## src/hdl/dual_timer_map.svh

```systemverilog
// register field positions, reset values and prescaler figures for the timer
`ifndef DUAL_TIMER_MAP_SVH
`define DUAL_TIMER_MAP_SVH
// count_clock_select: low nibble chan a / cascade, high nibble chan b
`define CKSEL_A_LSB 0
`define CKSEL_B_LSB 4
`define CKSEL_EXT_CODE 4'h0
// timer_mode_control bits
`define MODE_CE_A_BIT 0
`define MODE_CE_B_BIT 1
`define MODE_CASCADE_BIT 2
// timer_output_control bits
`define OUTC_OE_A_BIT 0
`define OUTC_SQW_A_BIT 1
`define OUTC_LVR_A_BIT 2
`define OUTC_LVS_A_BIT 3
`define OUTC_OE_B_BIT 4
`define OUTC_SQW_B_BIT 5
`define OUTC_LVR_B_BIT 6
`define OUTC_LVS_B_BIT 7
`define OUTC_RO_MASK 8'h33
`define CKSEL_RESET 8'h00
`define MODE_RESET 8'h00
`define OUTC_RESET 8'h00
`define CMP_RESET 8'h00
// prescaler taps: code n (1..15) selects core_clk / 2^n
`define PRESC_WIDTH 15
`define SEL_WIDTH 4
`endif

```

## src/hdl/dual_timer_pkg.sv

```systemverilog
// types shared by the dual timer modules
package dual_timer_pkg;
	typedef logic [7:0] byte_t;
	typedef logic [3:0] clksel_t;
	typedef enum logic [1:0]
	{
		ST_IDLE = 2'b00,
		ST_RUN = 2'b01,
		ST_MATCH = 2'b11
	} chan_state_e;
endpackage : dual_timer_pkg

```

## src/hdl/tick_if.sv

```systemverilog
// count-clock ticks passed from the prescaler to the channels
`timescale 1ns/1ps
interface tick_if;
	logic [14:0] taps;
	logic ext_edge;
	modport src (output taps, output ext_edge);
	modport dst (input taps, input ext_edge);
endinterface : tick_if

```

## src/hdl/dual_timer.sv

```systemverilog
// two 8-bit timer/event counters with cascade and square-wave outputs
// ==========================================================
// Functional notes
// two independent 8-bit counters that may be cascaded into one 16-bit.
// each channel times intervals, counts external events or makes a wave.
// interval equals compare value plus one times the count clock period.
// in cascade the count clock comes from the low nibble of clock select.
// in cascade channel a compare is the low byte and channel b the high.
// software stops the timer before switching between 8 and 16 bit modes.
// in cascade channel a count enable starts and stops the whole counter.
// software writes output control only while the timer is stopped.
// level set and level reset bits always read back as zero.
// in square-wave mode the output inverts on every compare match.
// software makes the pin an output and clears its port latch.
// each channel requests an interrupt on match, b on its own vector.
// a set mask bit blocks the match request, a clear one passes it.
// after a match the counter clears on the next count clock and runs on.
// clearing count enable stops and clears the counter; restart from zero.
`timescale 1ns/1ps
`include "dual_timer_map.svh"
module dual_timer
	import dual_timer_pkg::*;
(
	input wire logic core_clk,
	input wire logic rst_n,
	input wire logic event_in,
	input wire logic [7:0] count_clock_select,
	input wire logic [7:0] timer_mode_control,
	input wire logic [7:0] timer_output_control,
	input wire logic timer_output_control_wr,
	input wire logic [7:0] compare_low_channel,
	input wire logic [7:0] compare_high_channel,
	input wire logic chan_a_irq_mask,
	input wire logic chan_b_irq_mask,
	output logic [7:0] timer_output_control_rd,
	output logic [7:0] count_a,
	output logic [7:0] count_b,
	output logic chan_a_wave_out,
	output logic chan_b_wave_out,
	output logic chan_a_match_irq,
	output logic chan_b_match_irq
);
	// ==========================================================
	// count clock selection
	tick_if ticks ();

	tick_prescaler u_presc
	(
		.core_clk(core_clk),
		.rst_n(rst_n),
		.event_in(event_in),
		.ticks(ticks)
	);

	// code 0 counts external events, code n counts core_clk / 2^n
	function automatic logic pick_tick(input clksel_t sel,
		input logic [14:0] taps, input logic ext);
		logic r;
		r = 1'b0;
		if (sel == `CKSEL_EXT_CODE)
			r = ext;
		else
			r = taps[sel - 4'h1];
		return r;
	endfunction : pick_tick

	logic cascade;
	logic ce_a;
	logic ce_b;
	logic tick_a;
	logic tick_b;
	logic run_a;
	logic run_b;

	assign cascade = timer_mode_control[`MODE_CASCADE_BIT];
	assign ce_a = timer_mode_control[`MODE_CE_A_BIT];
	assign ce_b = timer_mode_control[`MODE_CE_B_BIT];
	assign tick_a = pick_tick(count_clock_select[`CKSEL_A_LSB +: 4],
		ticks.taps, ticks.ext_edge);
	assign tick_b = cascade ? tick_a :
		pick_tick(count_clock_select[`CKSEL_B_LSB +: 4],
		ticks.taps, ticks.ext_edge);
	assign run_a = ce_a;
	assign run_b = cascade ? ce_a : ce_b;

	// ==========================================================
	// counters
	logic [7:0] cnt_a_r;
	logic [7:0] cnt_b_r;
	logic [15:0] cnt16;
	logic [15:0] cmp16;
	logic match_a;
	logic match_b;
	logic pend_a_r;
	logic pend_b_r;

	assign cnt16 = {cnt_b_r, cnt_a_r};
	assign cmp16 = {compare_high_channel, compare_low_channel};
	assign match_a = cascade ? (cnt16 == cmp16) :
		(cnt_a_r == compare_low_channel);
	assign match_b = cascade ? 1'b0 : (cnt_b_r == compare_high_channel);

	// a match is seen in the cycle after the tick that reaches the compare value; the
	// counter then clears on the following tick so the period is N+1 ticks
	always_ff @(posedge core_clk or negedge rst_n)
	begin
		if (!rst_n)
		begin
			cnt_a_r <= 8'h00;
			pend_a_r <= 1'b0;
		end
		else if (!run_a)
		begin
			cnt_a_r <= 8'h00;
			pend_a_r <= 1'b0;
		end
		else if (tick_a)
		begin
			if (pend_a_r)
			begin
				cnt_a_r <= 8'h00;
				pend_a_r <= 1'b0;
			end
			else
				cnt_a_r <= cnt_a_r + 8'h01;
		end
		else if (match_a && !pend_a_r)
			pend_a_r <= 1'b1;
	end

	always_ff @(posedge core_clk or negedge rst_n)
	begin
		if (!rst_n)
		begin
			cnt_b_r <= 8'h00;
			pend_b_r <= 1'b0;
		end
		else if (!run_b)
		begin
			cnt_b_r <= 8'h00;
			pend_b_r <= 1'b0;
		end
		else if (cascade)
		begin
			pend_b_r <= 1'b0;
			if (tick_a && pend_a_r)
				cnt_b_r <= 8'h00;
			else if (tick_a && cnt_a_r == 8'hFF)
				cnt_b_r <= cnt_b_r + 8'h01;
		end
		else if (tick_b)
		begin
			if (pend_b_r)
			begin
				cnt_b_r <= 8'h00;
				pend_b_r <= 1'b0;
			end
			else
				cnt_b_r <= cnt_b_r + 8'h01;
		end
		else if (match_b && !pend_b_r)
			pend_b_r <= 1'b1;
	end

	// one-cycle match events, taken when the pending flag rises
	logic hit_a;
	logic hit_b;
	assign hit_a = run_a && !tick_a && match_a && !pend_a_r;
	assign hit_b = run_b && !cascade && !tick_b && match_b && !pend_b_r;

	// ==========================================================
	// interrupts
	always_ff @(posedge core_clk or negedge rst_n)
	begin
		if (!rst_n)
		begin
			chan_a_match_irq <= 1'b0;
			chan_b_match_irq <= 1'b0;
		end
		else
		begin
			chan_a_match_irq <= hit_a && !chan_a_irq_mask;
			// in cascade the combined match is reported on channel b
			chan_b_match_irq <= (cascade ? hit_a : hit_b)
				&& !chan_b_irq_mask;
		end
	end

	// ==========================================================
	// timer outputs
	logic sqw_a;
	logic sqw_b;
	logic oe_a;
	logic oe_b;
	logic tog_a_r;
	logic tog_b_r;
	assign oe_a = timer_output_control[`OUTC_OE_A_BIT];
	assign oe_b = timer_output_control[`OUTC_OE_B_BIT];
	assign sqw_a = timer_output_control[`OUTC_SQW_A_BIT];
	assign sqw_b = timer_output_control[`OUTC_SQW_B_BIT];

	// level set/reset act only on the write strobe, so they are one-shot
	always_ff @(posedge core_clk or negedge rst_n)
	begin
		if (!rst_n)
			tog_a_r <= 1'b0;
		else if (timer_output_control_wr
			&& timer_output_control[`OUTC_LVS_A_BIT])
			tog_a_r <= 1'b1;
		else if (timer_output_control_wr
			&& timer_output_control[`OUTC_LVR_A_BIT])
			tog_a_r <= 1'b0;
		else if (hit_a && sqw_a)
			tog_a_r <= ~tog_a_r;
	end

	always_ff @(posedge core_clk or negedge rst_n)
	begin
		if (!rst_n)
			tog_b_r <= 1'b0;
		else if (timer_output_control_wr
			&& timer_output_control[`OUTC_LVS_B_BIT])
			tog_b_r <= 1'b1;
		else if (timer_output_control_wr
			&& timer_output_control[`OUTC_LVR_B_BIT])
			tog_b_r <= 1'b0;
		else if ((cascade ? hit_a : hit_b) && sqw_b)
			tog_b_r <= ~tog_b_r;
	end

	always_ff @(posedge core_clk or negedge rst_n)
	begin
		if (!rst_n)
		begin
			chan_a_wave_out <= 1'b0;
			chan_b_wave_out <= 1'b0;
			timer_output_control_rd <= `OUTC_RESET;
			count_a <= 8'h00;
			count_b <= 8'h00;
		end
		else
		begin
			chan_a_wave_out <= oe_a & tog_a_r;
			chan_b_wave_out <= oe_b & tog_b_r;
			timer_output_control_rd <= timer_output_control
				& `OUTC_RO_MASK;
			count_a <= cnt_a_r;
			count_b <= cnt_b_r;
		end
	end
endmodule : dual_timer

```

## src/hdl/tick_prescaler.sv

```systemverilog
// free-running prescaler and external event edge detector
`timescale 1ns/1ps
`include "dual_timer_map.svh"
module tick_prescaler
	import dual_timer_pkg::*;
(
	input wire logic core_clk,
	input wire logic rst_n,
	input wire logic event_in,
	tick_if.src ticks
);
	logic [`PRESC_WIDTH-1:0] div_r;
	logic [`PRESC_WIDTH-1:0] div_nxt;
	logic [`PRESC_WIDTH-1:0] taps_r;
	logic ev_s1_r;
	logic ev_s2_r;
	logic ev_s3_r;
	logic edge_r;

	assign div_nxt = div_r + `PRESC_WIDTH'(1);

	always_ff @(posedge core_clk or negedge rst_n)
	begin
		if (!rst_n)
			div_r <= '0;
		else
			div_r <= div_nxt;
	end

	// tap n pulses once per 2^(n+1) cycles, one cycle long
	genvar g;
	generate
		for (g = 0; g < `PRESC_WIDTH; g++)
		begin : g_tap
			always_ff @(posedge core_clk or negedge rst_n)
			begin
				if (!rst_n)
					taps_r[g] <= 1'b0;
				else
					taps_r[g] <= &div_nxt[g:0];
			end
		end
	endgenerate

	// pin is asynchronous: two stages before the edge detector
	always_ff @(posedge core_clk or negedge rst_n)
	begin
		if (!rst_n)
		begin
			ev_s1_r <= 1'b0;
			ev_s2_r <= 1'b0;
			ev_s3_r <= 1'b0;
			edge_r <= 1'b0;
		end
		else
		begin
			ev_s1_r <= event_in;
			ev_s2_r <= ev_s1_r;
			ev_s3_r <= ev_s2_r;
			edge_r <= ev_s2_r & ~ev_s3_r;
		end
	end

	assign ticks.taps = taps_r;
	assign ticks.ext_edge = edge_r;
endmodule : tick_prescaler

```

## config.mk

```make
export PLATFORM = sky130hd
export DESIGN_NAME = dual_timer
export DESIGN_NICKNAME = d
export VERILOG_FILES = /design/src/hdl/dual_timer_pkg.sv /design/src/hdl/tick_if.sv /design/src/hdl/dual_timer.sv /design/src/hdl/tick_prescaler.sv
export VERILOG_INCLUDE_DIRS = /design/src /design/src/hdl
export SDC_FILE = /design/constraint.sdc
export NUM_CORES = 1
export LEC_CHECK = 0
export ABC_AREA = 1
export BUFFER_PORTS_ARGS = -buffer_cell sky130_fd_sc_hd__buf_2
export CAP_MARGIN = 20
export CORE_MARGIN = 2
export CORE_UTILIZATION = 40
export DETAILED_ROUTE_END_ITERATION = 10
export SETUP_SLACK_MARGIN = 0.5
export SLEW_MARGIN = 20
export SYNTH_ARGS = -nofsm -noshare
export SYNTH_HDL_FRONTEND = slang
export SYNTH_HIERARCHICAL = 1
export SYNTH_SLANG_ARGS = --single-unit
```

## constraint.sdc

```tcl
create_clock -name core_clk -period 1.6 [get_ports core_clk]
set_clock_uncertainty 0.05 [all_clocks]
set_input_delay 0.24 -clock core_clk [delete_from_list [all_inputs] [get_ports core_clk]]
set_output_delay 0.24 -clock core_clk [all_outputs]
set_load 0.02 [all_outputs]
```

==> flow_summary_export.csv, run 1 <==
group,metric,value,unit
cts,cts_inserted_buffers,9,
layout,register_area,1930,um2
global_route,grt_pass1_vias,3815,
synthesis,ys_async_sr_fraction,100,%
detailed_routing,drt_first_pass_iters,5,
die,die_area,11200,um2
detailed_routing,wl,10600,um
layout,fill_cells,831,
power_and_ir_drop,total_power,0.00473,W
worst_setup_path,crit_slowest_cell,"dfrtp_1",
worst_setup_path,cp_cell_sequence,"buf_4 -> xnor2_2 -> nand4_1 -> nor2_2 -> nand2_2 -> nor2_4 -> nand3_2 -> buf_6 -> buf_6 -> a21oi_2",
layout,nNetsFinal,717,
layout,multi_input_area,2400,um2
placement,gp_congestion,0.837,
sta,rsz0062_at_grt,"true",
worst_setup_path,crit_top_cell,"buf_6",
cts,cts.clk_slew.worst_paths,90,ps
placement,hpwl,6980,um
die,die_height,106,um
placement,io_buffers,64,
worst_setup_path,cp.arrival,2080,ps
layout,drive_gt1_share,43.0,%
sta,hold_ws,145,ps
run,cap_violations,0,
synthesis,synth.top_cell.area_share,46.5,%
global_route,track_usage,18.7,%
detailed_routing,vias,3847,
synthesis,yosysWarnings,6,
synthesis,synthTopCellsByCount,"137 x nand2_1, 80 x inv_1, 77 x dfrtp_1",
synthesis,yosys-top-cells-area,"dfrtp_1 46%, nand2_1 12%, inv_1 7.2%",
global_route,grt-ovfl-total,0,
worst_setup_path,critPathMaxStageDelay,390,ps
synthesis,syn-instance-count,514,
sta,hold_viol_final,0,
power_and_ir_drop,p_leak,3.08,nW
detailed_routing,drc,0,
worst_setup_path,ff2ff_path_depth,10,
run_status,violations,"negative setup slack",
power_and_ir_drop,powerDensity,759,nW/um2
run_status,outcome,"complete, but fails checks",
global_route,grt_pass1_wl,16800,um
die,ioPinCount,74,
detailed_routing,wire_per_inst,13.2,um
cts,numClockSinks,77,
synthesis,synth_edf_count,0,
cts,htree_levels,3,
synthesis,synth_area,4140,um2
detailed_routing,avgViaCountPerCell,4.78,
power_and_ir_drop,vdd.ir_drop.worst,450,uV
worst_setup_path,worstReg2RegEnd,"chan_b_match_irq",
global_route,grt_max_degree,33,
cts,root_buffer,"clkbuf_8",
die,fp-row-count,37,
detailed_routing,ant_nets,0,
sta,finalCritPeriodShare,115,%
sta,setup_tns,-2560,ps
synthesis,yosys.cell_types.count,33,
synthesis,yosys_most_used_dff,"dfrtp_1",
synthesis,ys_seq_area_share,46.5,%
cts,cts_buffer_depth,2,
sta,period_needed,1840,ps
hold_path,hold_class,"input pin to flop",
worst_setup_path,critPathTopFamily,"simple AND/OR/NAND/NOR gates",
cts,insertion_delay,360,ps
die,initial_core_util,40.7,%
global_route,grt_antenna_before_repair,0,
die,coreArea,10200,um2
layout,utilization,61.2,%
hold_path,holdPathEnd,"tog_a_r",
worst_setup_path,criticalPathCategory,"flop to flop",
worst_setup_path,r2r-start,"cnt_a_r[1]",
hold_path,hold_start,"timer_output_control[3]",
layout,syn2layout_area_growth,50.5,%
worst_setup_path,rrSetupSlack,-240,ps
synthesis,yosys.area.top_type,"dfrtp_1",
sta,finalSetupViolations,21,
worst_setup_path,worstSetupStartpoint,"cnt_a_r[1]",
layout,diodes,0,
worst_setup_path,worstSetupEndpointType,"flop",
synthesis,ys_seq_elements,77,
layout,fin_cells,804,
synthesis,avgSynthCellArea,8.06,um2
sta,final.setup.worst_slack,-242,ps
placement,dp_cells,757,
cts,cts_tree,"built",
detailed_routing,first_iter_violations,183,
synthesis,synth.most_common_cell,"nand2_1",
die,die_w,106,um
worst_setup_path,critPathBufInv,3,
worst_setup_path,required,1840,ps
hold_path,whs_path_depth,5,
worst_setup_path,critPathLaunchType,"flop",
sta,slew_violations,0,
worst_setup_path,cp_max_fo,4,
sta,fmax,543,MHz
==> repair_timing <==
item | in CTS | in global routing
hold buffers | 8 | 0
buffers inserted | 13 | 8
cloned | 1 | 1
setup endpoints to repair | 71 | 72
gates resized for setup | 102 | 78
pin swaps | 23 | 37
endpoints found under the hold margin | 36 | 0
==> tightest hold or removal path: cells and delay by family <==
kind,cells,cell delay (ps)
and+or+nand+nor,2,90
AOI/OAI and AO/OA,1,70
buffers and inverters,2,120
==> metrics by stage <==
stage	setup WS, ps	area [um2]
floorplan	-35.0	4270
global placement	-249	5080
detailed placement	-320	5080
CTS	-120	5850
global route	-328	6240
finish	-242	6240
==> cells in the final DEF (no fill, tap or decap), types with 6 or more instances in the layout <==
cell type,synthesis,layout
xnor2_1,12,8
inv_1,80,69
dlygate4sd3_1,0,8
nand2_2,8,36
nand4_1,11,11
nand2_1,137,106
nor2_2,5,8
nand3_2,5,14
clkbuf_8,0,9
xor2_1,9,7
buf_2,0,39
nand3_4,0,6
inv_2,3,11
a21oi_1,14,7
nor2_4,3,11
nand3_1,50,35
o21ai_0,15,12
buf_4,5,49
o21ai_2,2,8
dfrtp_1,77,73
buf_6,4,44
nor2_1,39,28
==> state kept, by name, summed over array words and instances (netlist names), 4 cells and up <==
name / cells
cnt_a_r: 8
count_b: 8
u_presc/div_r: 15
cnt_b_r: 8
count_a: 8
timer_output_control_rd: 4
u_presc/ticks.taps: 14
==> cells by family after synthesis <==
group,after synthesis,share of synthesized area [%]
AND/OR/NAND/NOR,270,30.4
buffers and inverters,93,9.60
flip-flops,77,46.5
AO/OA/AOI/OAI,41,5.37
XOR/XNOR,24,5.62
adder cells (fa/ha/maj),8,2.42
other,1,0.0905
==> layout make-up <==
cell class	count	area share (%)
inverters	83	5.12
repair buffers	143	19.2
clock buffers	11	2.11
multi-input cells	349	38.5
well taps	136	2.73
flip-flops and latches	77	31.0
clock inverters	5	1.34
==> how the worst max path moves through the flow <==
stage / to / slack, ps / cells after the start
2_1_floorplan: cnt_b_r[7] / -30 / 11
3_3_place_gp: cnt_a_r[7] / -250 / 13
3_5_place_dp: cnt_a_r[7] / -320 / 13
4_1_cts: tog_b_r / -120 / 11
5_1_grt: tog_b_r / -330 / 12
6_report: chan_b_match_irq / -240 / 10
==> report_power, final <==
part / switching (W) / total (W) / internal [W] / leakage [nW]
logic: 0.000542 / 0.00102 / 0.000474 / 1.96
registers: 0.0000613 / 0.00210 / 0.00204 / 1.02
clock network: 0.000734 / 0.00162 / 0.000885 / 0.100
total: 0.00134 / 0.00473 / 0.00339 / 3.08
==> layer usage <==
metal,up-vias,routed length (um),track usage (%)
li1,1905,-,-
met1,1837,4310,22.5
met2,86,5700,33.5
met3,19,395,3.71
met4,0,193,5.64
met5,-,0,0
(Power assumes the default switching activity.)
==> run 2, diff against run 1 <==
- PLACE_DENSITY: default -> 0.6
- SETUP_SLACK_MARGIN: 0.5 -> default
- SLEW_MARGIN: 20 -> 10
==> run 2 against run 1 <==
Against the previous run: the flow still finishes with violations (negative setup slack); non-clock buffer count down 11; sequential cell count unchanged; highest routed layer unchanged; combinational power down 13%; largest cell class unchanged; maximum frequency up 7.6%; setup slack better by 130 ps; routed wire length down 8.6%; critical path depth up 1; utilization down 4.4 points; sequential share of layout area up 2.4 points; first-iteration DRC count up 5.5%.
==> flow_summary_export.csv, run 2 (synthesized netlist as in run 1, its figures left out) <==
group,metric,value,unit
run_status,outcome,"complete, but fails checks",
run_status,violations,"negative setup slack",
sta,final.setup.worst_slack,-112,ps
worst_setup_path,critPathTopFamily,"simple AND/OR/NAND/NOR gates",
placement,place_ws,-367,ps
global_route,grt_busiest_layer,"met2",
layout,nNetsFinal,706,
sta,finalCritPeriodShare,107,%
detailed_routing,wire_per_inst,12.2,um
worst_setup_path,required,1810,ps
worst_setup_path,r2r-start,"cnt_a_r[0]",
global_route,grt_antenna_before_repair,0,
detailed_routing,ant_nets,0,
layout,fin_area,5790,um2
die,fp-row-count,37,
cts,cts_tree,"built",
layout,largest_reg_flops,15,
sta,finalSetupViolations,21,
die,die_area,11200,um2
placement,hpwl,6760,um
global_route,grt-ovfl-total,0,
detailed_routing,first_iter_violations,193,
hold_path,hold_class,"input pin to flop",
sta,period_needed,1710,ps
cts,cts_inserted_buffers,9,
global_route,grt_use_met2,29.6,%
worst_setup_path,critPathBufInv,1,
hold_path,hold_start,"timer_output_control[7]",
cts,numClockSinks,77,
worst_setup_path,worstSetupStartpoint,"cnt_a_r[0]",
detailed_routing,drt_first_pass_iters,5,
worst_setup_path,cp_max_fo,3,
worst_setup_path,critPathLaunchType,"flop",
detailed_routing,vias,3696,
global_route,track_usage,17.5,%
placement,gp_congestion,0.883,
detailed_routing,drc,0,
worst_setup_path,crit_slowest_cell,"dfrtp_1",
power_and_ir_drop,vdd.ir_drop.worst,418,uV
die,die_height,106,um
placement,placed_cell_area,4950,um2
worst_setup_path,cp_cell_sequence,"buf_4 -> xnor2_1 -> nand4_1 -> nor2_2 -> nand2_4 -> nor2_4 -> nand3_2 -> nand2_2 -> nand2_2 -> nand3_1 -> nand2_1",
layout,syn2layout_area_growth,39.7,%
cts,htree_levels,3,
detailed_routing,wl,9690,um
power_and_ir_drop,powerDensity,769,nW/um2
sta,hold_ws,146,ps
layout,top_register,"u_presc/div_r",
cts,cts_buffer_depth,2,
die,initial_core_util,40.7,%
cts,insertion_delay,360,ps
global_route,grt_pass1_vias,3457,
placement,io_buffers,64,
layout,diodes,0,
die,ioPinCount,74,
sta,rsz0062_at_grt,"true",
global_route,grt_pass1_wl,15600,um
run,cap_violations,0,
die,coreArea,10200,um2
layout,drive_gt1_share,38.7,%
global_route,met1_usage,21.8,%
die,die_w,106,um
global_route,grt_util_met3,2.91,%
power_and_ir_drop,p_leak,2.96,nW
worst_setup_path,cp.arrival,1920,ps
worst_setup_path,crit_top_cell,"nand2_2",
cts,cts.clk_slew.worst_paths,80,ps
layout,final_common_cell,"nand2_1",
detailed_routing,avgViaCountPerCell,4.66,
worst_setup_path,critPathMaxStageDelay,390,ps
layout,final_cell_mix,"117 x nand2_1, 74 x dfrtp_1, 71 x inv_1",
cts,root_buffer,"clkbuf_8",
worst_setup_path,criticalPathCategory,"flop to flop",
sta,slew_violations,0,
global_route,grt_max_degree,78,
layout,utilization,56.9,%
sta,hold_viol_final,0,
sta,fmax,584,MHz
worst_setup_path,worstSetupEndpointType,"flop",
## run 2: layout make-up
| type | count | area (um2) |
|---|---|---|
| fillers | 897 | 4390 |
| multi-input cells | 349 | 2290 |
| flip-flops and latches | 77 | 1930 |
| repair buffers | 132 | 888 |
| inverters | 83 | 319 |
| well taps | 136 | 170 |
| clock buffers | 11 | 131 |
| clock inverters | 5 | 60.1 |
## run 2: worst register-to-register path, stage by stage, from the launching register on
cell	delay, ps
dfrtp_1	390
buf_4	160
xnor2_1	150
nand4_1	120
nor2_2	190
nand2_4	80
nor2_4	110
nand3_2	100
nand2_2	110
nand2_2	60
nand3_1	60
nand2_1	50
## run 2: where the power goes
part / total [W] / switching (W) / internal [W]
registers: 0.00208 / 0.0000468 / 0.00203
logic: 0.000890 / 0.000521 / 0.000369
clock network: 0.00148 / 0.000753 / 0.000728
## run 2: final timing paths
| check | to | slack (ps) | depth (start not counted) |
|---|---|---|---|
| worst max-delay path | tog_b_r | -110 | 11 |
| worst min register to register | u_presc/ev_s2_r | 300 | 0 |
| worst max register to register | tog_b_r | -110 | 11 |
| min in group asynchronous | count_b[0] | 360 | 3 |
| max in group asynchronous | u_presc/div_r[2] | 750 | 3 |
| worst min-delay path | tog_b_r | 150 | 5 |
## run 2: repair_timing
item                                    CTS  global route
pin swaps                                10            30
endpoints found under the setup margin   24            31
gates cloned                              0             2
hold buffers                              8             0
hold endpoints to repair                 84             0
resized for setup                        21            95
setup buffers                             3            10
## run 2: per-stage QoR
| stage | setup TNS (ps) | cells | total power (W) |
|---|---|---|---|
| 6_report | -1280 | 793 | 0.00445 |
| 2_1_floorplan | -375 | 517 | 0.00255 |
| 3_5_place_dp | -6260 | 754 | 0.00285 |
| 4_1_cts | -1050 | 781 | 0.00438 |
| 3_3_place_gp | -4950 | 754 | 0.00283 |
| 5_1_grt | -3920 | 793 | 0.00469 |
## run 2: per-layer routing
metal	vias up	wire, um
met5	-	0
met4	0	282
met3	25	314
met2	69	4950
met1	1718	4150
li1	1884	-
==> run 3, diff against run 2 <==
- BUFFER_PORTS_ARGS: -buffer_cell sky130_fd_sc_hd__buf_2 -> default
- DONT_BUFFER_PORTS: default -> 1
- PLACE_DENSITY: 0.6 -> 0.53
==> run 3 against run 2 <==
Against the previous run: the flow finishes with violations (negative hold slack, negative setup slack); critical path depth is 2 higher; global-route usage down 0.30 points; maximum frequency down 4.2%; die area did not move; count of clock-buffer cells in the layout down 2; sequential power grew 3%; via count decreased by 5.5%; cell count down 6.6%; critical path type unchanged; largest cell class unchanged.
==> flow_summary_export.csv, run 3 (synthesized netlist as in run 1, its figures left out) <==
group,metric,value,unit
placement,gp_congestion,0.815,
run_status,outcome,"complete, but fails checks",
layout,diodes,0,
global_route,grt_max_degree,78,
cts,root_buffer,"clkbuf_8",
global_route,grt_pass1_vias,3439,
sta,hold_ws,-483,ps
global_route,grt_pass1_wl,15500,um
layout,multi_input_area,2230,um2
layout,drive_gt1_share,31.4,%
die,ioPinCount,74,
global_route,track_usage,17.2,%
cts,cts_tree,"built",
run_status,violations,"negative hold slack, negative setup slack",
sta,setup_tns,-2860,ps
layout,largest_reg_flops,15,
worst_setup_path,critPathTopFamily,"simple AND/OR/NAND/NOR gates",
sta,final.setup.worst_slack,-188,ps
layout,fin_cells,741,
detailed_routing,wire_per_inst,12.9,um
placement,placed_cell_area,4660,um2
detailed_routing,dr_wl_met2,4520,um
worst_setup_path,crit_top_cell,"nand2_2",
sta,rsz0062_at_grt,"true",
worst_setup_path,rrSetupSlack,-190,ps
sta,fmax,559,MHz
power_and_ir_drop,vdd.ir_drop.worst,462,uV
cts,cts_hold_buf,9,
power_and_ir_drop,p_leak,2.75,nW
detailed_routing,drc,0,
detailed_routing,first_iter_violations,116,
cts,numClockSinks,77,
die,initial_core_util,40.7,%
worst_setup_path,criticalPathCategory,"flop to flop",
detailed_routing,avgViaCountPerCell,4.71,
sta,period_needed,1790,ps
die,coreArea,10200,um2
layout,top_register,"u_presc/div_r",
cts,htree_levels,3,
die,die_height,106,um
worst_setup_path,required,1800,ps
worst_setup_path,critPathLaunchType,"flop",
detailed_routing,wl,9560,um
sta,finalSetupViolations,23,
cts,insertion_delay,360,ps
placement,dp_cells,697,
cts,cts_inserted_buffers,9,
cts,cts.clk_slew.worst_paths,100,ps
worst_setup_path,cp_max_fo,2,
placement,hpwl,6480,um
layout,fin_area,5540,um2
sta,slew_violations,0,
worst_setup_path,cp_cell_sequence,"buf_4 -> xnor2_2 -> nand2_2 -> nor2_4 -> nand2_1 -> nand2_1 -> nand2_2 -> nor2_4 -> nand3_2 -> nand2_2 -> nand2_2 -> nand3_2 -> nand2_1",
power_and_ir_drop,powerDensity,794,nW/um2
cts,cts_buffer_depth,2,
die,die_area,11200,um2
detailed_routing,drt_first_pass_iters,6,
detailed_routing,maxUsedRoutingLayer,"met4",
layout,final_cell_mix,"122 x nand2_1, 75 x dfrtp_1, 72 x inv_1",
layout,final_common_cell,"nand2_1",
worst_setup_path,critPathBufInv,1,
detailed_routing,vias,3492,
worst_setup_path,worstSetupEndpointType,"flop",
layout,syn2layout_area_growth,33.6,%
layout,register_area,1930,um2
die,fp-row-count,37,
worst_setup_path,cp.arrival,1980,ps
layout,nNetsFinal,654,
global_route,grt-ovfl-total,0,
layout,fill_cells,937,
detailed_routing,ant_nets,0,
worst_setup_path,critPathMaxStageDelay,380,ps
global_route,grt_antenna_before_repair,0,
hold_path,hold_class,"input pin to asynchronous set/reset pin",
placement,io_buffers,0,
sta,finalCritPeriodShare,112,%
detailed_routing,wl_met3,531,um
detailed_routing,met1_length,4350,um
die,die_w,106,um
run,cap_violations,0,
sta,hold_viol_final,77,
worst_setup_path,crit_slowest_cell,"dfrtp_1",
==> run 3: path summary, 6_finish.rpt <==
check	startpoint	endpoint	cells past startpoint
setup / recovery	cnt_b_r[0]	tog_b_r	13
hold / removal	rst_n	count_a[2]	0
setup reg to reg	cnt_b_r[0]	tog_b_r	13
hold reg to reg	u_presc/ev_s1_r	u_presc/ev_s2_r	0
max in group asynchronous	rst_n	u_presc/div_r[0]	0
min in group core_clk	timer_mode_control[2]	cnt_b_r[5]	3
==> run 3: worst reg2reg max path, cell delays in order, from the launching register on <==
cell and delay [ps]:
dfrtp_1 380, buf_4 150, xnor2_2 140, nand2_2 110, nor2_4 130, nand2_1 70
nand2_1 90, nand2_2 80, nor2_4 120, nand3_2 80, nand2_2 100, nand2_2 70
nand3_2 60, nand2_1 60
==> run 3: where the power goes <==
group	internal (W)	switching (W)	total (W)	leakage (nW)
Clock	0.000746	0.000801	0.00155	0.103
Sequential	0.00204	0.000111	0.00215	1.02
Combinational	0.000330	0.000373	0.000703	1.62
Total	0.00311	0.00129	0.00440	2.75
==> run 3: layout make-up <==
cell class / instances / area share, %
Timing Repair Buffer: 81 / 12.3
Sequential cell: 77 / 34.8
Clock inverter: 7 / 1.45
Multi-Input combinational cell: 348 / 40.4
Tap cell: 136 / 3.07
Clock buffer: 9 / 2.24
Inverter: 83 / 5.76
==> run 3: metal layers <==
metal,vias up,track usage (%)
li1,1774,-
met1,1612,23.0
met2,89,27.2
met3,17,4.51
met4,0,6.02
met5,-,0
==> run 3: through the flow <==
step / total power [W] / setup slack, ps / utilization [%]
CTS: 0.00433 / -127 / 50.0
detailed placement: 0.00273 / -263 / 45.8
global route: 0.00463 / -332 / 54.4
finish: 0.00440 / -188 / 54.4
global placement: 0.00272 / -188 / 45.8
floorplan: 0.00255 / -35.0 / -
==> run 3: repair_timing <==
| item | in CTS | in global routing |
|---|---|---|
| gates cloned | 0 | 1 |
| pin swaps | 13 | 29 |
| setup buffers | 6 | 13 |
| setup endpoints to repair | 26 | 33 |
| hold endpoints to repair | 87 | 77 |
| resized for setup | 20 | 84 |
